==> config.mk <==
export PLATFORM = sky130hd
export DESIGN_NAME = rbpr_core
export DESIGN_NICKNAME = d
export VERILOG_FILES = /design/src/rbpr_pkg.sv /design/src/rbpr_core.sv
export SDC_FILE = /design/constraint.sdc
export NUM_CORES = 1
export LEC_CHECK = 0
export BUFFER_PORTS_ARGS = -buffer_cell sky130_fd_sc_hd__buf_2
export CORE_AREA = 3 3 80 139
export DETAILED_ROUTE_END_ITERATION = 8
export DIE_AREA = 0 0 83 142
export GPL_TIMING_DRIVEN = 0
export PLACE_DENSITY = 0.79
export SLEW_MARGIN = 20
export SYNTH_ARGS = -nofsm -noshare
export SYNTH_HDL_FRONTEND = slang
export SYNTH_SLANG_ARGS = --single-unit
==> constraint.sdc <==
create_clock -name ref_clk -period 2.5 [get_ports ref_clk]
set_clock_uncertainty 0.2 [all_clocks]
set_input_delay 0.125 -clock ref_clk [delete_from_list [all_inputs] [get_ports ref_clk]]
set_output_delay 0.125 -clock ref_clk [all_outputs]
set_load 0.02 [all_outputs]
==> src/rbpr_pkg.sv <==
`default_nettype none

package rbpr_pkg;

    // ------------------------------------------------------------------
    // Sizes and timing
    // ------------------------------------------------------------------
    localparam int unsigned NUM_PORTS   = 7;
    localparam int unsigned MIN_TX_BITS = 96;
    localparam int unsigned CLK_NS      = 4;
    localparam int unsigned BIT_NS      = 100;
    localparam int unsigned BIT_CYC     = (BIT_NS + CLK_NS - 1) / CLK_NS;
    localparam int unsigned HALF_CYC    = BIT_CYC / 2;
    localparam int unsigned CYC_W       = 5;
    localparam int unsigned CNT_W       = 8;
    localparam int unsigned CNT_MAX     = (1 << CNT_W) - 1;

    // ------------------------------------------------------------------
    // Synchroniser layout: fixed lines in the low bits
    // ------------------------------------------------------------------
    localparam int unsigned SYNC_FIXED = 6;
    localparam int unsigned SI_CHAIN   = 0;
    localparam int unsigned SI_ACT     = 1;
    localparam int unsigned SI_COL     = 2;
    localparam int unsigned SI_FE      = 3;
    localparam int unsigned SI_SD      = 4;
    localparam int unsigned SI_SC      = 5;
    localparam logic [5:0]  SYNC_IDLE  = 6'h0f;

    // Last two bits of the start-of-frame delimiter
    localparam logic [1:0]  SFD_TAIL   = 2'h3;

    typedef enum logic [2:0] {
        ST_IDLE  = 3'h0,
        ST_START = 3'h1,
        ST_PRE   = 3'h2,
        ST_DATA  = 3'h3,
        ST_RXCOL = 3'h4,
        ST_WAIT  = 3'h5
    } rbpr_state_e;

    typedef enum logic [1:0] {
        BUS_IDLE   = 2'h0,
        BUS_REPEAT = 2'h1,
        BUS_RXCOL  = 2'h2
    } rbpr_bus_e;

endpackage

`default_nettype wire

==> src/rbpr_core.sv <==
`timescale 1ns/100ps
`default_nettype none

// Behaviour
// - Arbitration picks one receiving port; others transmit
// - Preamble comes from internal pattern generator
// - Receiving device drives decoded data, clock, enable
// - Load buffer only after delimiter seen
// - Send buffered data after enough preamble
// - Falling chain and activity edges announce repeat
// - Start-up delay precedes preamble; arbitration inside it
// - Bus shows merged repeat and idle states
// - At least 96 bits sent once active
// - Short receive goes to collision, jam extends
// - Recovery wait after buffer emptied
// - Port collision drives line; all switch jam (the holder's receiving port gets no jam)
// - Collision state until 96 bits, activity over
// - Three end-of-activity orderings handled
// - Extend collision by second wait with jam
// - After extension wait, unless port receives
// - Bus data ignored after receive collision
// - Local chain priority port 1 highest
// - Activity line driven by holder, wired-OR
// - Frame enable driven only by holder
module rbpr_core #(
    parameter int unsigned NPORT        = rbpr_pkg::NUM_PORTS,
    parameter int unsigned EB_DEPTH     = 2,
    parameter int unsigned STARTUP_BITS = 8,
    parameter int unsigned PRE_BITS     = 16,
    parameter int unsigned TW1_BITS     = 16,
    parameter int unsigned TW2_BITS     = 8
) (
    input  wire logic               ref_clk,
    input  wire logic               rst,
    input  wire logic               clk_en,
    input  wire logic [NPORT-1:0]   port_rx,
    input  wire logic [NPORT-1:0]   port_col,
    input  wire logic               dec_data,
    input  wire logic               dec_valid,
    input  wire logic               dec_lock,
    input  wire logic               arbitration_chain_in_n,
    output logic                    arbitration_chain_out_n,
    input  wire logic               activity_line_in_n,
    output logic                    activity_line_out_n,
    output logic                    activity_line_oe,
    input  wire logic               receive_collision_line_in_n,
    output logic                    receive_collision_line_out_n,
    output logic                    receive_collision_line_oe,
    input  wire logic               bus_frame_enable_in_n,
    output logic                    bus_frame_enable_out_n,
    output logic                    bus_frame_enable_oe,
    input  wire logic               bus_serial_data_in,
    output logic                    bus_serial_data_out,
    output logic                    bus_serial_data_oe,
    input  wire logic               bus_serial_clock_in,
    output logic                    bus_serial_clock_out,
    output logic                    bus_serial_clock_oe,
    output logic [NPORT-1:0]        rx_mux_sel,
    output logic [NPORT-1:0]        tx_port_en,
    output logic                    tx_bit,
    output logic                    tx_valid,
    input  wire logic               tx_ready,
    output logic                    eb_in_ready,
    output rbpr_pkg::rbpr_bus_e     bus_state
);
    import rbpr_pkg::*;

    // ------------------------------------------------------------------
    // Derived constants and parameter checks
    // ------------------------------------------------------------------
    localparam int unsigned SW = 2 * NPORT + SYNC_FIXED;
    localparam int unsigned PW = (EB_DEPTH > 1) ? $clog2(EB_DEPTH) : 1;
    localparam logic [CYC_W-1:0] CYC_LAST = CYC_W'(BIT_CYC - 1);
    localparam logic [CYC_W-1:0] CYC_HALF = CYC_W'(HALF_CYC);
    localparam logic [CNT_W-1:0] MIN_TX   = CNT_W'(MIN_TX_BITS);
    localparam logic [CNT_W-1:0] SU_LAST  = CNT_W'(STARTUP_BITS - 1);
    localparam logic [CNT_W-1:0] PRE_LIM  = CNT_W'(PRE_BITS);
    localparam logic [CNT_W-1:0] TW1_LAST = CNT_W'(TW1_BITS - 1);
    localparam logic [CNT_W-1:0] TW2_LIM  = CNT_W'(TW2_BITS);
    localparam logic [PW:0]      EB_FULL  = (PW + 1)'(EB_DEPTH);

    if (EB_DEPTH < 2 || (EB_DEPTH & (EB_DEPTH - 1)) != 0) begin : g_chk_eb
        $error("EB_DEPTH must be a power of two, at least two");
    end
    if (STARTUP_BITS < 1 || STARTUP_BITS > CNT_MAX || PRE_BITS > CNT_MAX ||
        TW1_BITS < 1 || TW1_BITS > CNT_MAX || TW2_BITS > CNT_MAX ||
        NPORT < 1) begin : g_chk_cnt
        $error("Count or port parameter out of range");
    end

    function automatic logic [CNT_W-1:0] sat_inc(input logic [CNT_W-1:0] c,
                                                 input logic [CNT_W-1:0] lim);
        return (c >= lim) ? lim : c + 1'b1;
    endfunction

    // ------------------------------------------------------------------
    // Pin synchronisers
    // ------------------------------------------------------------------
    logic [SW-1:0] sync_raw;
    logic [SW-1:0] sync_a_q;
    logic [SW-1:0] sync_b_q;

    assign sync_raw = {port_col, port_rx, bus_serial_clock_in, bus_serial_data_in,
                       bus_frame_enable_in_n, receive_collision_line_in_n,
                       activity_line_in_n, arbitration_chain_in_n};

    always_ff @(posedge ref_clk) begin
        if (rst) begin
            sync_a_q <= SW'(SYNC_IDLE);
            sync_b_q <= SW'(SYNC_IDLE);
        end else if (clk_en) begin
            sync_a_q <= sync_raw;
            sync_b_q <= sync_a_q;
        end
    end

    logic             chain_s, act_n_s, receive_collision_line_s, fen_s, sd_s, sc_s;
    logic [NPORT-1:0] rx_s, col_s;
    assign chain_s = sync_b_q[SI_CHAIN];
    assign act_n_s = sync_b_q[SI_ACT];
    assign receive_collision_line_s  = sync_b_q[SI_COL];
    assign fen_s   = sync_b_q[SI_FE];
    assign sd_s    = sync_b_q[SI_SD];
    assign sc_s    = sync_b_q[SI_SC];
    assign rx_s    = sync_b_q[SYNC_FIXED +: NPORT];
    assign col_s   = sync_b_q[SYNC_FIXED + NPORT +: NPORT];

    // ------------------------------------------------------------------
    // Bit timer; a receiver stall holds it at the last cycle
    // ------------------------------------------------------------------
    logic [CYC_W-1:0] cyc_q;
    logic             fire;
    assign fire = (cyc_q == CYC_LAST) && tx_ready;

    always_ff @(posedge ref_clk) begin
        if (rst) begin
            cyc_q <= '0;
        end else if (clk_en) begin
            if (cyc_q != CYC_LAST) cyc_q <= cyc_q + 1'b1;
            else if (tx_ready) cyc_q <= '0;
        end
    end

    // ------------------------------------------------------------------
    // Shared decode
    // ------------------------------------------------------------------
    rbpr_state_e      state_q;
    logic [CNT_W-1:0] su_cnt_q, pre_cnt_q, tx_cnt_q, tw1_cnt_q, tw2_cnt_q;
    logic [PW:0]      cnt_q;
    logic             col_seen_q, receive_collision_line_d_q, hold_q;
    logic [NPORT-1:0] port_n_q;
    logic             in_arb, col_act, col_fall, rx_end, eb_valid, data_done, short;
    logic             data_bit, rep_tx, repeating;

    assign in_arb    = (state_q == ST_IDLE) || (state_q == ST_START);
    assign repeating = (state_q == ST_PRE) || (state_q == ST_DATA) || (state_q == ST_RXCOL);
    assign col_act   = !receive_collision_line_s;
    assign col_fall  = receive_collision_line_s && !receive_collision_line_d_q;
    assign rx_end    = act_n_s;
    assign eb_valid  = (cnt_q != '0);
    assign data_done = !eb_valid && rx_end;
    assign short     = (tx_cnt_q < MIN_TX);
    assign data_bit  = (state_q == ST_DATA) && eb_valid && !col_act;
    assign rep_tx    = repeating && (state_q != ST_DATA || eb_valid || col_act);

    // ------------------------------------------------------------------
    // Main repeat sequence
    // ------------------------------------------------------------------
    always_ff @(posedge ref_clk) begin
        if (rst) begin
            state_q <= ST_IDLE;
        end else if (clk_en) begin
            case (state_q)
                ST_IDLE: if (!act_n_s) state_q <= ST_START;
                ST_START: begin
                    if (act_n_s) state_q <= ST_IDLE;
                    else if (fire && su_cnt_q == SU_LAST) state_q <= ST_PRE;
                end
                ST_PRE: begin
                    if (col_act) state_q <= ST_RXCOL;
                    else if (pre_cnt_q >= PRE_LIM && eb_valid) state_q <= ST_DATA;
                    else if (pre_cnt_q >= PRE_LIM && data_done)
                        state_q <= short ? ST_RXCOL : ST_WAIT;
                end
                ST_DATA: begin
                    if (col_act) state_q <= ST_RXCOL;
                    else if (data_done) state_q <= short ? ST_RXCOL : ST_WAIT;
                end
                // Any order of receive end and collision end meets here
                ST_RXCOL: begin
                    if (!short && rx_end && !col_act && !col_fall && tw2_cnt_q == '0)
                        state_q <= ST_WAIT;
                end
                ST_WAIT: if (fire && tw1_cnt_q == TW1_LAST) state_q <= ST_IDLE;
                default: state_q <= ST_IDLE;
            endcase
        end
    end

    // ------------------------------------------------------------------
    // Bit-time counters
    // ------------------------------------------------------------------
    always_ff @(posedge ref_clk) begin
        if (rst) begin
            su_cnt_q  <= '0;
            pre_cnt_q <= '0;
            tx_cnt_q  <= '0;
            tw1_cnt_q <= '0;
            tw2_cnt_q <= '0;
            receive_collision_line_d_q  <= 1'b1;
        end else if (clk_en) begin
            receive_collision_line_d_q <= receive_collision_line_s;
            if (state_q != ST_START) su_cnt_q <= '0;
            else if (fire) su_cnt_q <= su_cnt_q + 1'b1;
            if (state_q != ST_WAIT) tw1_cnt_q <= '0;
            else if (fire) tw1_cnt_q <= tw1_cnt_q + 1'b1;
            if (in_arb) begin
                pre_cnt_q <= '0;
                tx_cnt_q  <= '0;
            end else if (fire && rep_tx) begin
                tx_cnt_q <= sat_inc(tx_cnt_q, MIN_TX);
                if (state_q == ST_PRE) pre_cnt_q <= sat_inc(pre_cnt_q, PRE_LIM);
            end
            if (state_q == ST_RXCOL && col_fall) tw2_cnt_q <= TW2_LIM;
            else if (fire && tw2_cnt_q != '0) tw2_cnt_q <= tw2_cnt_q - 1'b1;
        end
    end

    // ------------------------------------------------------------------
    // Port arbitration and wired-OR lines
    // ------------------------------------------------------------------
    logic [NPORT-1:0] local_act, win_oh;
    logic             local_any, cand;
    logic             chain_out_q, act_oe_q, col_oe_q;

    assign local_act = rx_s | col_s;
    assign local_any = |local_act;
    assign win_oh    = local_act & (~local_act + 1'b1);
    assign cand      = chain_s && local_any;

    always_ff @(posedge ref_clk) begin
        if (rst) begin
            hold_q      <= 1'b0;
            port_n_q    <= '0;
            chain_out_q <= 1'b1;
            act_oe_q    <= 1'b0;
            col_oe_q    <= 1'b0;
        end else if (clk_en) begin
            // Frozen once preamble starts so the holder cannot change mid-frame
            if (in_arb) begin
                hold_q   <= cand;
                port_n_q <= cand ? win_oh : '0;
            end
            chain_out_q <= chain_s && !(in_arb ? local_any : hold_q);
            act_oe_q <= in_arb ? cand : (hold_q && (local_act & port_n_q) != '0);
            col_oe_q <= hold_q && !in_arb && (col_s & port_n_q) != '0;
        end
    end

    assign arbitration_chain_out_n      = chain_out_q;
    assign activity_line_out_n          = 1'b0;
    assign activity_line_oe             = act_oe_q;
    assign receive_collision_line_out_n = 1'b0;
    assign receive_collision_line_oe    = col_oe_q;
    assign rx_mux_sel                   = port_n_q;

    // ------------------------------------------------------------------
    // Bus drive by the holder
    // ------------------------------------------------------------------
    logic             drv_q, sd_q, sc_q;
    logic [CYC_W-1:0] sc_cnt_q;

    always_ff @(posedge ref_clk) begin
        if (rst) begin
            drv_q    <= 1'b0;
            sd_q     <= 1'b0;
            sc_q     <= 1'b0;
            sc_cnt_q <= '0;
        end else if (clk_en) begin
            drv_q <= hold_q && dec_lock && !col_seen_q &&
                     (state_q == ST_PRE || state_q == ST_DATA);
            // Clock rises a cycle after data so receivers see settled data
            if (dec_valid) begin
                sd_q     <= dec_data;
                sc_cnt_q <= CYC_HALF;
            end else if (sc_cnt_q != '0) begin
                sc_cnt_q <= sc_cnt_q - 1'b1;
            end
            sc_q <= (sc_cnt_q != '0);
        end
    end

    assign bus_frame_enable_out_n = 1'b0;
    assign bus_frame_enable_oe    = drv_q;
    assign bus_serial_data_out    = sd_q;
    assign bus_serial_data_oe     = drv_q;
    assign bus_serial_clock_out   = sc_q;
    assign bus_serial_clock_oe    = drv_q;

    // ------------------------------------------------------------------
    // Bus receive, delimiter search and elasticity buffer
    // ------------------------------------------------------------------
    logic          sc_d_q, sh_q, sfd_q, bit_stb, rx_open, push, pop, flush;
    logic          mem_q [EB_DEPTH];
    logic [PW-1:0] wp_q, rp_q;

    assign bit_stb     = sc_s && !sc_d_q && !fen_s;
    assign rx_open     = !col_seen_q && !col_act && (state_q == ST_START ||
                         state_q == ST_PRE || state_q == ST_DATA);
    assign eb_in_ready = (cnt_q != EB_FULL);
    assign push        = bit_stb && sfd_q && rx_open && eb_in_ready;
    assign pop         = fire && data_bit;
    assign flush       = (state_q == ST_IDLE) || (state_q == ST_WAIT);

    always_ff @(posedge ref_clk) begin
        if (rst) begin
            sc_d_q     <= 1'b0;
            sh_q       <= 1'b0;
            sfd_q      <= 1'b0;
            col_seen_q <= 1'b0;
        end else if (clk_en) begin
            sc_d_q <= sc_s;
            if (state_q == ST_IDLE) begin
                sh_q       <= 1'b0;
                sfd_q      <= 1'b0;
                col_seen_q <= 1'b0;
            end else begin
                if (col_act) col_seen_q <= 1'b1;
                if (bit_stb && rx_open && !sfd_q) begin
                    sh_q <= sd_s;
                    if ({sh_q, sd_s} == SFD_TAIL) sfd_q <= 1'b1;
                end
            end
        end
    end

    always_ff @(posedge ref_clk) begin
        if (clk_en && push) mem_q[wp_q] <= sd_s;
    end

    always_ff @(posedge ref_clk) begin
        if (rst || (clk_en && flush)) begin
            wp_q  <= '0;
            rp_q  <= '0;
            cnt_q <= '0;
        end else if (clk_en) begin
            if (push) wp_q <= wp_q + 1'b1;
            if (pop) rp_q <= rp_q + 1'b1;
            cnt_q <= cnt_q + (PW + 1)'(push) - (PW + 1)'(pop);
        end
    end

    // ------------------------------------------------------------------
    // Transmit side
    // ------------------------------------------------------------------
    logic             tx_bit_q, tx_valid_q, pat_q;
    logic [NPORT-1:0] tx_en_q;
    rbpr_bus_e        bus_state_q;

    always_ff @(posedge ref_clk) begin
        if (rst) begin
            tx_bit_q    <= 1'b0;
            tx_valid_q  <= 1'b0;
            pat_q       <= 1'b1;
            tx_en_q     <= '0;
            bus_state_q <= BUS_IDLE;
        end else if (clk_en) begin
            tx_valid_q <= fire && rep_tx;
            if (in_arb) begin
                pat_q <= 1'b1;
            end else if (fire && rep_tx) begin
                if (data_bit) begin
                    tx_bit_q <= mem_q[rp_q];
                end else begin
                    tx_bit_q <= pat_q;
                    pat_q    <= !pat_q;
                end
            end
            tx_en_q <= repeating ? (hold_q ? ~port_n_q : '1) : '0;
            case (state_q)
                ST_PRE, ST_DATA: bus_state_q <= BUS_REPEAT;
                ST_RXCOL:        bus_state_q <= BUS_RXCOL;
                default:         bus_state_q <= BUS_IDLE;
            endcase
        end
    end

    assign tx_bit     = tx_bit_q;
    assign tx_valid   = tx_valid_q;
    assign tx_port_en = tx_en_q;
    assign bus_state  = bus_state_q;
endmodule // rbpr_core

`default_nettype wire

==> implementation parameters, run 1 <==
Parameter                              Value

Worst setup path
  Crit path buffers/inverters    1
  Cell chain of the critical path    clkbuf_1, nor3b_1, o22ai_1, a21oi_1, o21a_1, o21ai_0
  Arrival time worst endpoint    2.49 ns
  Peak per-stage delay on the critical path    0.60 ns
  WS Path Type    flip-flop to flip-flop
  Nature of the critical path startpoint    flip-flop
  Critical path data required time    2.56 ns
  Slowest cell on crit path    a21oi_1
  Worst Setup End Kind    flip-flop
  Maximum fanout encountered on the critical timing path    9
  Cell family with most CP delay    compound AO/OA/AOI/OAI gates

Synth
  Post-synth EDFFs    2
  Main flop type after synthesis    dfxtp_1
  Syn. warnings    0
  Number of register bits inferred by synthesis    131
  Gate count of the mapped netlist    681
  Share of async-settable or async-resettable flops after synthesis    0%
  Distinct cells, synth    71
  Share of the yosys chip area belonging to registers    44.3%
  Synthesized area per cell    8.75 sq um
  Synth Cell Area    5960 sq um

Global route
  Total grt overflow    0
  Vias in the first global route    5664
  Number of antenna violations at the first check in global routing    0
  Largest net degree at the start of global routing    17
  First-pass GRT wire length    27.5 mm
  Global routing usage summed across all routing layers    29.2%

STA
  Clock period minus worst slack    2.43 ns
  Final period util    97.1%
  Final-report max-slew violation count    0
  Max Clk Rate    412 MHz
  Transition time at the pin with the least slew margin    0.811 ns
  Hold Fails Final Rpt    0
  Unrepaired setup endpoints after global routing    yes
  Final Hold Slack    0.0148 ns
  Final setup violation count    0
  Worst rel slew slack    46.0%

Cells and area
  Final-stage net count    820
  Layout Cells excl Fill    918
  Leading cell type in the layout, fill and taps excluded    dfxtp_1
  Fraction of final layout cells sized beyond drive strength 1    15.4%
  Leading cell types in the layout, fill and taps excluded    dfxtp_1, nor2_1, nand2_1
  Layout area overhead    21.7%
  Finished Core Util    71.3%
  Antenna diode instance count    0

Placement
  Detailed Place HPWL    12.2 mm
  Weighted congestion at the end of routability-driven global placement    0.991
  Number of placed cells counting well taps    862
  Count of buffers from port buffering    52

Clock network
  Clock edge transition at the registers on the reported setup and hold paths    0.06 ns
  TritonCTS clock tree    done
  Maximum number of buffers from clock root to sink    2
  CTS buffer count    17
  Root buffer cell    clkbuf_16
  Total number of H-tree levels    4
  Skew-Pair Late Insertion Delay    0.41 ns
  Number of clock sinks    131

Routing
  Total number of vias    5502
  Final wirelength    17.0 mm
  First-pass iteration count of the detailed router    5
  Average wire per standard cell    18.6 um
  DR DRC count    0
  Ratio of routed vias to standard cells    5.99
  Routed Antenna Nets    0
  First DRT Iteration DRCs    371

Worst hold path
  Class of the most critical hold timing path    input port to flip-flop

Floorplan
  Horiz. Die Dim    83 um
  Total number of placement rows    49
  IO Count    57
  Core ar.    10200 sq um
  Die Outline Area    11800 sq um
  Height of the chip    142 um
  Initial core utilization    58.6%

Power and ir drop
  Maximum VDD drop    0.599 mV
  PD cells    706 nW/um^2
  Leakage Power    2.96 nW

Flow run
  Count of max-cap constraint violations    0

Outcome
  Run status    finished clean
## Yosys cell counts (3+ instances only)
cell type | n | area (sq um)
inv_1 | 21 | 78.8
nand4_1 | 9 | 56.3
a22oi_1 | 5 | 37.5
buf_2 | 8 | 40.0
nor4_1 | 12 | 75.1
nor2_1 | 88 | 330
nand3_1 | 28 | 140
nor2b_1 | 5 | 31.3
dfxtp_1 | 129 | 2580
buf_1 | 3 | 11.3
or3_1 | 9 | 56.3
buf_4 | 6 | 45.0
nor4b_1 | 3 | 26.3
or4_1 | 5 | 37.5
and3_1 | 7 | 43.8
a21oi_1 | 47 | 235
xor2_1 | 11 | 96.3
nor3_1 | 18 | 90.1
or2_2 | 4 | 25.0
and2_1 | 5 | 31.3
nand2b_1 | 5 | 31.3
mux2i_1 | 44 | 440
o21ai_0 | 13 | 65.1
ha_1 | 14 | 175
o31ai_1 | 3 | 22.5
a211oi_1 | 5 | 37.5
xnor2_1 | 20 | 175
clkbuf_1 | 19 | 71.3
o211ai_1 | 4 | 30.0
nand2_1 | 70 | 263
nand3b_1 | 4 | 30.0
a31oi_1 | 6 | 37.5
## worst paths after layout
kind                                   start       endpoint  slack (ns)  depth (start not counted)
worst max-delay path             sync_b_q[2]          pat_q        0.07                          6
worst min-delay path                     rst  rx_mux_sel[6]        0.01                          3
worst max register to register   sync_b_q[2]          pat_q        0.07                          6
worst min register to register  pre_cnt_q[4]   pre_cnt_q[4]        0.26                          2
## kinds of logic (layout without fill, tap and decap cells)
logic type                 after synthesis  in the layout  synth area share [%]
and+or+nand+nor                        291            291                  24.4
other                                    1              3                0.0629
AOI/OAI and AO/OA                      109            109                  11.7
xor gates and xnor gates                31             31                  4.56
adders and majority gates               14             14                  2.94
buffers and inverters                   59            167                  4.39
muxes                                   45             45                  7.58
DFF                                    131            131                  44.3
## what timing repair did
action	4_1_cts	5_1_grt
pin swaps	0	1
resized for setup	2	7
hold buffers	24	0
setup endpoints to repair	2	2
endpoints found under the hold margin	25	0
setup buffers	0	1
## worst reg2reg max path, stage by stage, from the launching register on
cell and delay, ns:
dfxtp_1 0.30, clkbuf_1 0.32, nor3b_1 0.37, o22ai_1 0.22, a21oi_1 0.60, o21a_1 0.19
o21ai_0 0.08
## state kept, by name, summed over array words and instances, names as in the netlist, 2 cells and up, named ones only
register    flops
sync_a_q       20
sync_b_q       20
pre_cnt_q       8
su_cnt_q        8
tw1_cnt_q       8
tw2_cnt_q       8
tx_cnt_q        8
rx_mux_sel      7
tx_port_en      7
cyc_q           5
sc_cnt_q        5
state_q         3
bus_state       2
cnt_q           2
mem_q           2
## power breakdown
part           total [mW]  switching [mW]  internal (mW)
Combinational       0.440           0.265          0.175
Sequential           2.21          0.0570           2.16
Clock                2.47           0.949           1.52
## stage by stage
stage | worst slack [ns] | total power [mW] | setup TNS [ns] | area, sq um
4_1_cts | 0.0317 | 5.12 | 0 | 7220
3_3_place_gp | -0.0222 | 2.64 | -0.0222 | 6390
2_1_floorplan | 0.239 | 2.52 | 0 | 5970
5_1_grt | -0.0772 | 5.25 | -0.0772 | 7250
6_report | 0.0713 | 5.12 | 0 | 7250
3_5_place_dp | -0.0388 | 2.66 | -0.0388 | 6390
## routing by layer
metal | up-vias | track usage, % | part of all wire [%]
li1 | 2591 | - | -
met2 | 191 | 54.9 | 53
met1 | 2650 | 28.6 | 36
met4 | 0 | 18.7 | 5.6
met3 | 70 | 6.03 | 4.9
met5 | - | 0 | 0
## final cells by class
class	count	area, sq um
buffer	37	183
clock buffer	20	457
clock inverter	11	129
fill	800	2920
inverter	22	82.6
multi-input combinational	493	3090
sequential	131	2640
tap	127	159
timing repair buffer	77	508
Note: power is estimated with default switching activity, not from simulation.
==> run 2, diff against run 1 <==
==> constraint.sdc (replaced) <==
create_clock -name ref_clk -period 2.5 [get_ports ref_clk]
set_clock_uncertainty 0.2 [all_clocks]
set_input_delay 0.5 -clock ref_clk [delete_from_list [all_inputs] [get_ports ref_clk]]
set_output_delay 0.5 -clock ref_clk [all_outputs]
set_load 0.02 [all_outputs]
==> implementation parameters, run 2 (same netlist as run 1, synthesis figures left out) <==
Parameter                              Value

Worst setup path
  Nature of the critical path startpoint    flip-flop
  Arrival time worst endpoint    2.50 ns
  WS Path Type    flip-flop to flip-flop
  Critical path data required time    2.56 ns
  Critical path startpoint    sync_b_q[2]
  Maximum fanout encountered on the critical timing path    9
  Worst R2R Start    sync_b_q[2]
  Worst Setup End Kind    flip-flop

Placement
  Placement-stage cell area    6390 sq um
  Weighted congestion at the end of routability-driven global placement    0.991
  Detailed Place HPWL    12.2 mm
  Count of buffers from port buffering    52

Flow run
  Count of max-cap constraint violations    0

Floorplan
  Horiz. Die Dim    83 um
  Initial core utilization    58.6%
  IO Count    57
  Core ar.    10200 sq um
  Height of the chip    142 um
  Total number of placement rows    49
  Die Outline Area    11800 sq um

Clock network
  Number of clock sinks    131
  Skew-Pair Late Insertion Delay    0.41 ns
  Total number of H-tree levels    4
  Hold_buf cts    0
  TritonCTS clock tree    done
  CTS buffer count    17
  Clock edge transition at the registers on the reported setup and hold paths    0.06 ns
  Maximum number of buffers from clock root to sink    2
  Root buffer cell    clkbuf_16

Cells and area
  Layout area overhead    17.8%
  Leading cell type in the layout, fill and taps excluded    dfxtp_1
  Finished Core Util    69.0%
  Leading cell types in the layout, fill and taps excluded    dfxtp_1, nor2_1, nand2_1
  Fraction of final layout cells sized beyond drive strength 1    16.1%
  Top flop regs    sync_a_q (20), sync_b_q (20)
  Final-stage net count    797
  Antenna diode instance count    0
  Fin area    7020 sq um

Outcome
  Run status    finished clean

Routing
  First DRT Iteration DRCs    415
  Ratio of routed vias to standard cells    6.05
  DR DRC count    0
  Total number of vias    5417
  Routed Antenna Nets    0
  Average wire per standard cell    18.9 um
  First-pass iteration count of the detailed router    5
  Final wirelength    16.9 mm

Worst hold path
  Min-delay src    activity_line_in_n
  Class of the most critical hold timing path    input port to flip-flop

STA
  Hold Fails Final Rpt    0
  Clock period minus worst slack    2.43 ns
  Worst rel slew slack    46.0%
  Total negative slack    0 ns
  Final period util    97.3%
  Final Hold Slack    0.111 ns
  Final-report max-slew violation count    0
  Final setup violation count    0
  Max Clk Rate    411 MHz
  Transition time at the pin with the least slew margin    0.809 ns

Power and ir drop
  Leakage Power    2.86 nW
  PD cells    726 nW/um^2
  Maximum VDD drop    0.603 mV

Global route
  Vias in the first global route    5568
  Largest net degree at the start of global routing    17
  Total grt overflow    0
  Number of antenna violations at the first check in global routing    0
  First-pass GRT wire length    27.2 mm
  Global routing usage summed across all routing layers    29.0%
run 2: stage by stage:
stage          power, mW  cells  setup slack [ns]
3_3_place_gp        2.64    862            -0.224
4_1_cts             5.09    893            0.0317
2_1_floorplan       2.52    683             0.239
3_5_place_dp        2.66    862            -0.304
5_1_grt             5.22    895           -0.0520
6_report            5.10    895            0.0672
run 2: final timing paths:
kind                                endpoint  slack [ns]  cells after the start
worst min register to register  pre_cnt_q[4]        0.26                      2
worst max register to register         pat_q        0.07                      6
worst min-delay path             sync_a_q[1]        0.11                      3
worst max-delay path                   pat_q        0.07                      6
run 2: area by class of cell:
class / instances / area (sq um)
Fill cell: 835 / 3150
Multi-Input combinational cell: 493 / 3100
Sequential cell: 131 / 2640
Clock buffer: 20 / 457
Timing Repair Buffer: 54 / 275
Buffer: 37 / 181
Tap cell: 127 / 159
Clock inverter: 11 / 129
Inverter: 22 / 82.6
run 2: per-layer routing:
layer | GRT usage (%) | share of wire, % | wire length (um) | vias up
met1 | 28.2 | 36 | 6040 | 2589
met4 | 18.4 | 4.9 | 831 | 0
met5 | 0 | 0 | 0 | -
li1 | - | - | - | 2544
met2 | 54.6 | 54 | 9100 | 219
met3 | 6.20 | 5.5 | 933 | 65
run 2: worst max-delay path, cell delays in order, from the launching register on:
cell      delay [ns]
dfxtp_1         0.30
clkbuf_1        0.33
nor3b_1         0.37
o22ai_1         0.22
a21oi_1         0.59
o21a_1          0.19
o21ai_0         0.08
run 2: power by group:
part / internal [mW] / switching [mW] / total [mW]
combinational: 0.151 / 0.259 / 0.410
sequential: 2.16 / 0.0573 / 2.22
clock: 1.52 / 0.953 / 2.47
total: 3.83 / 1.27 / 5.10
run 2: what timing repair did:
item / 4_1_cts / 5_1_grt
pin swaps: 0 / 1
setup buffers: 0 / 2
hold endpoints to repair: 0 / 0
gates resized for setup: 2 / 8
setup endpoints to repair: 2 / 1
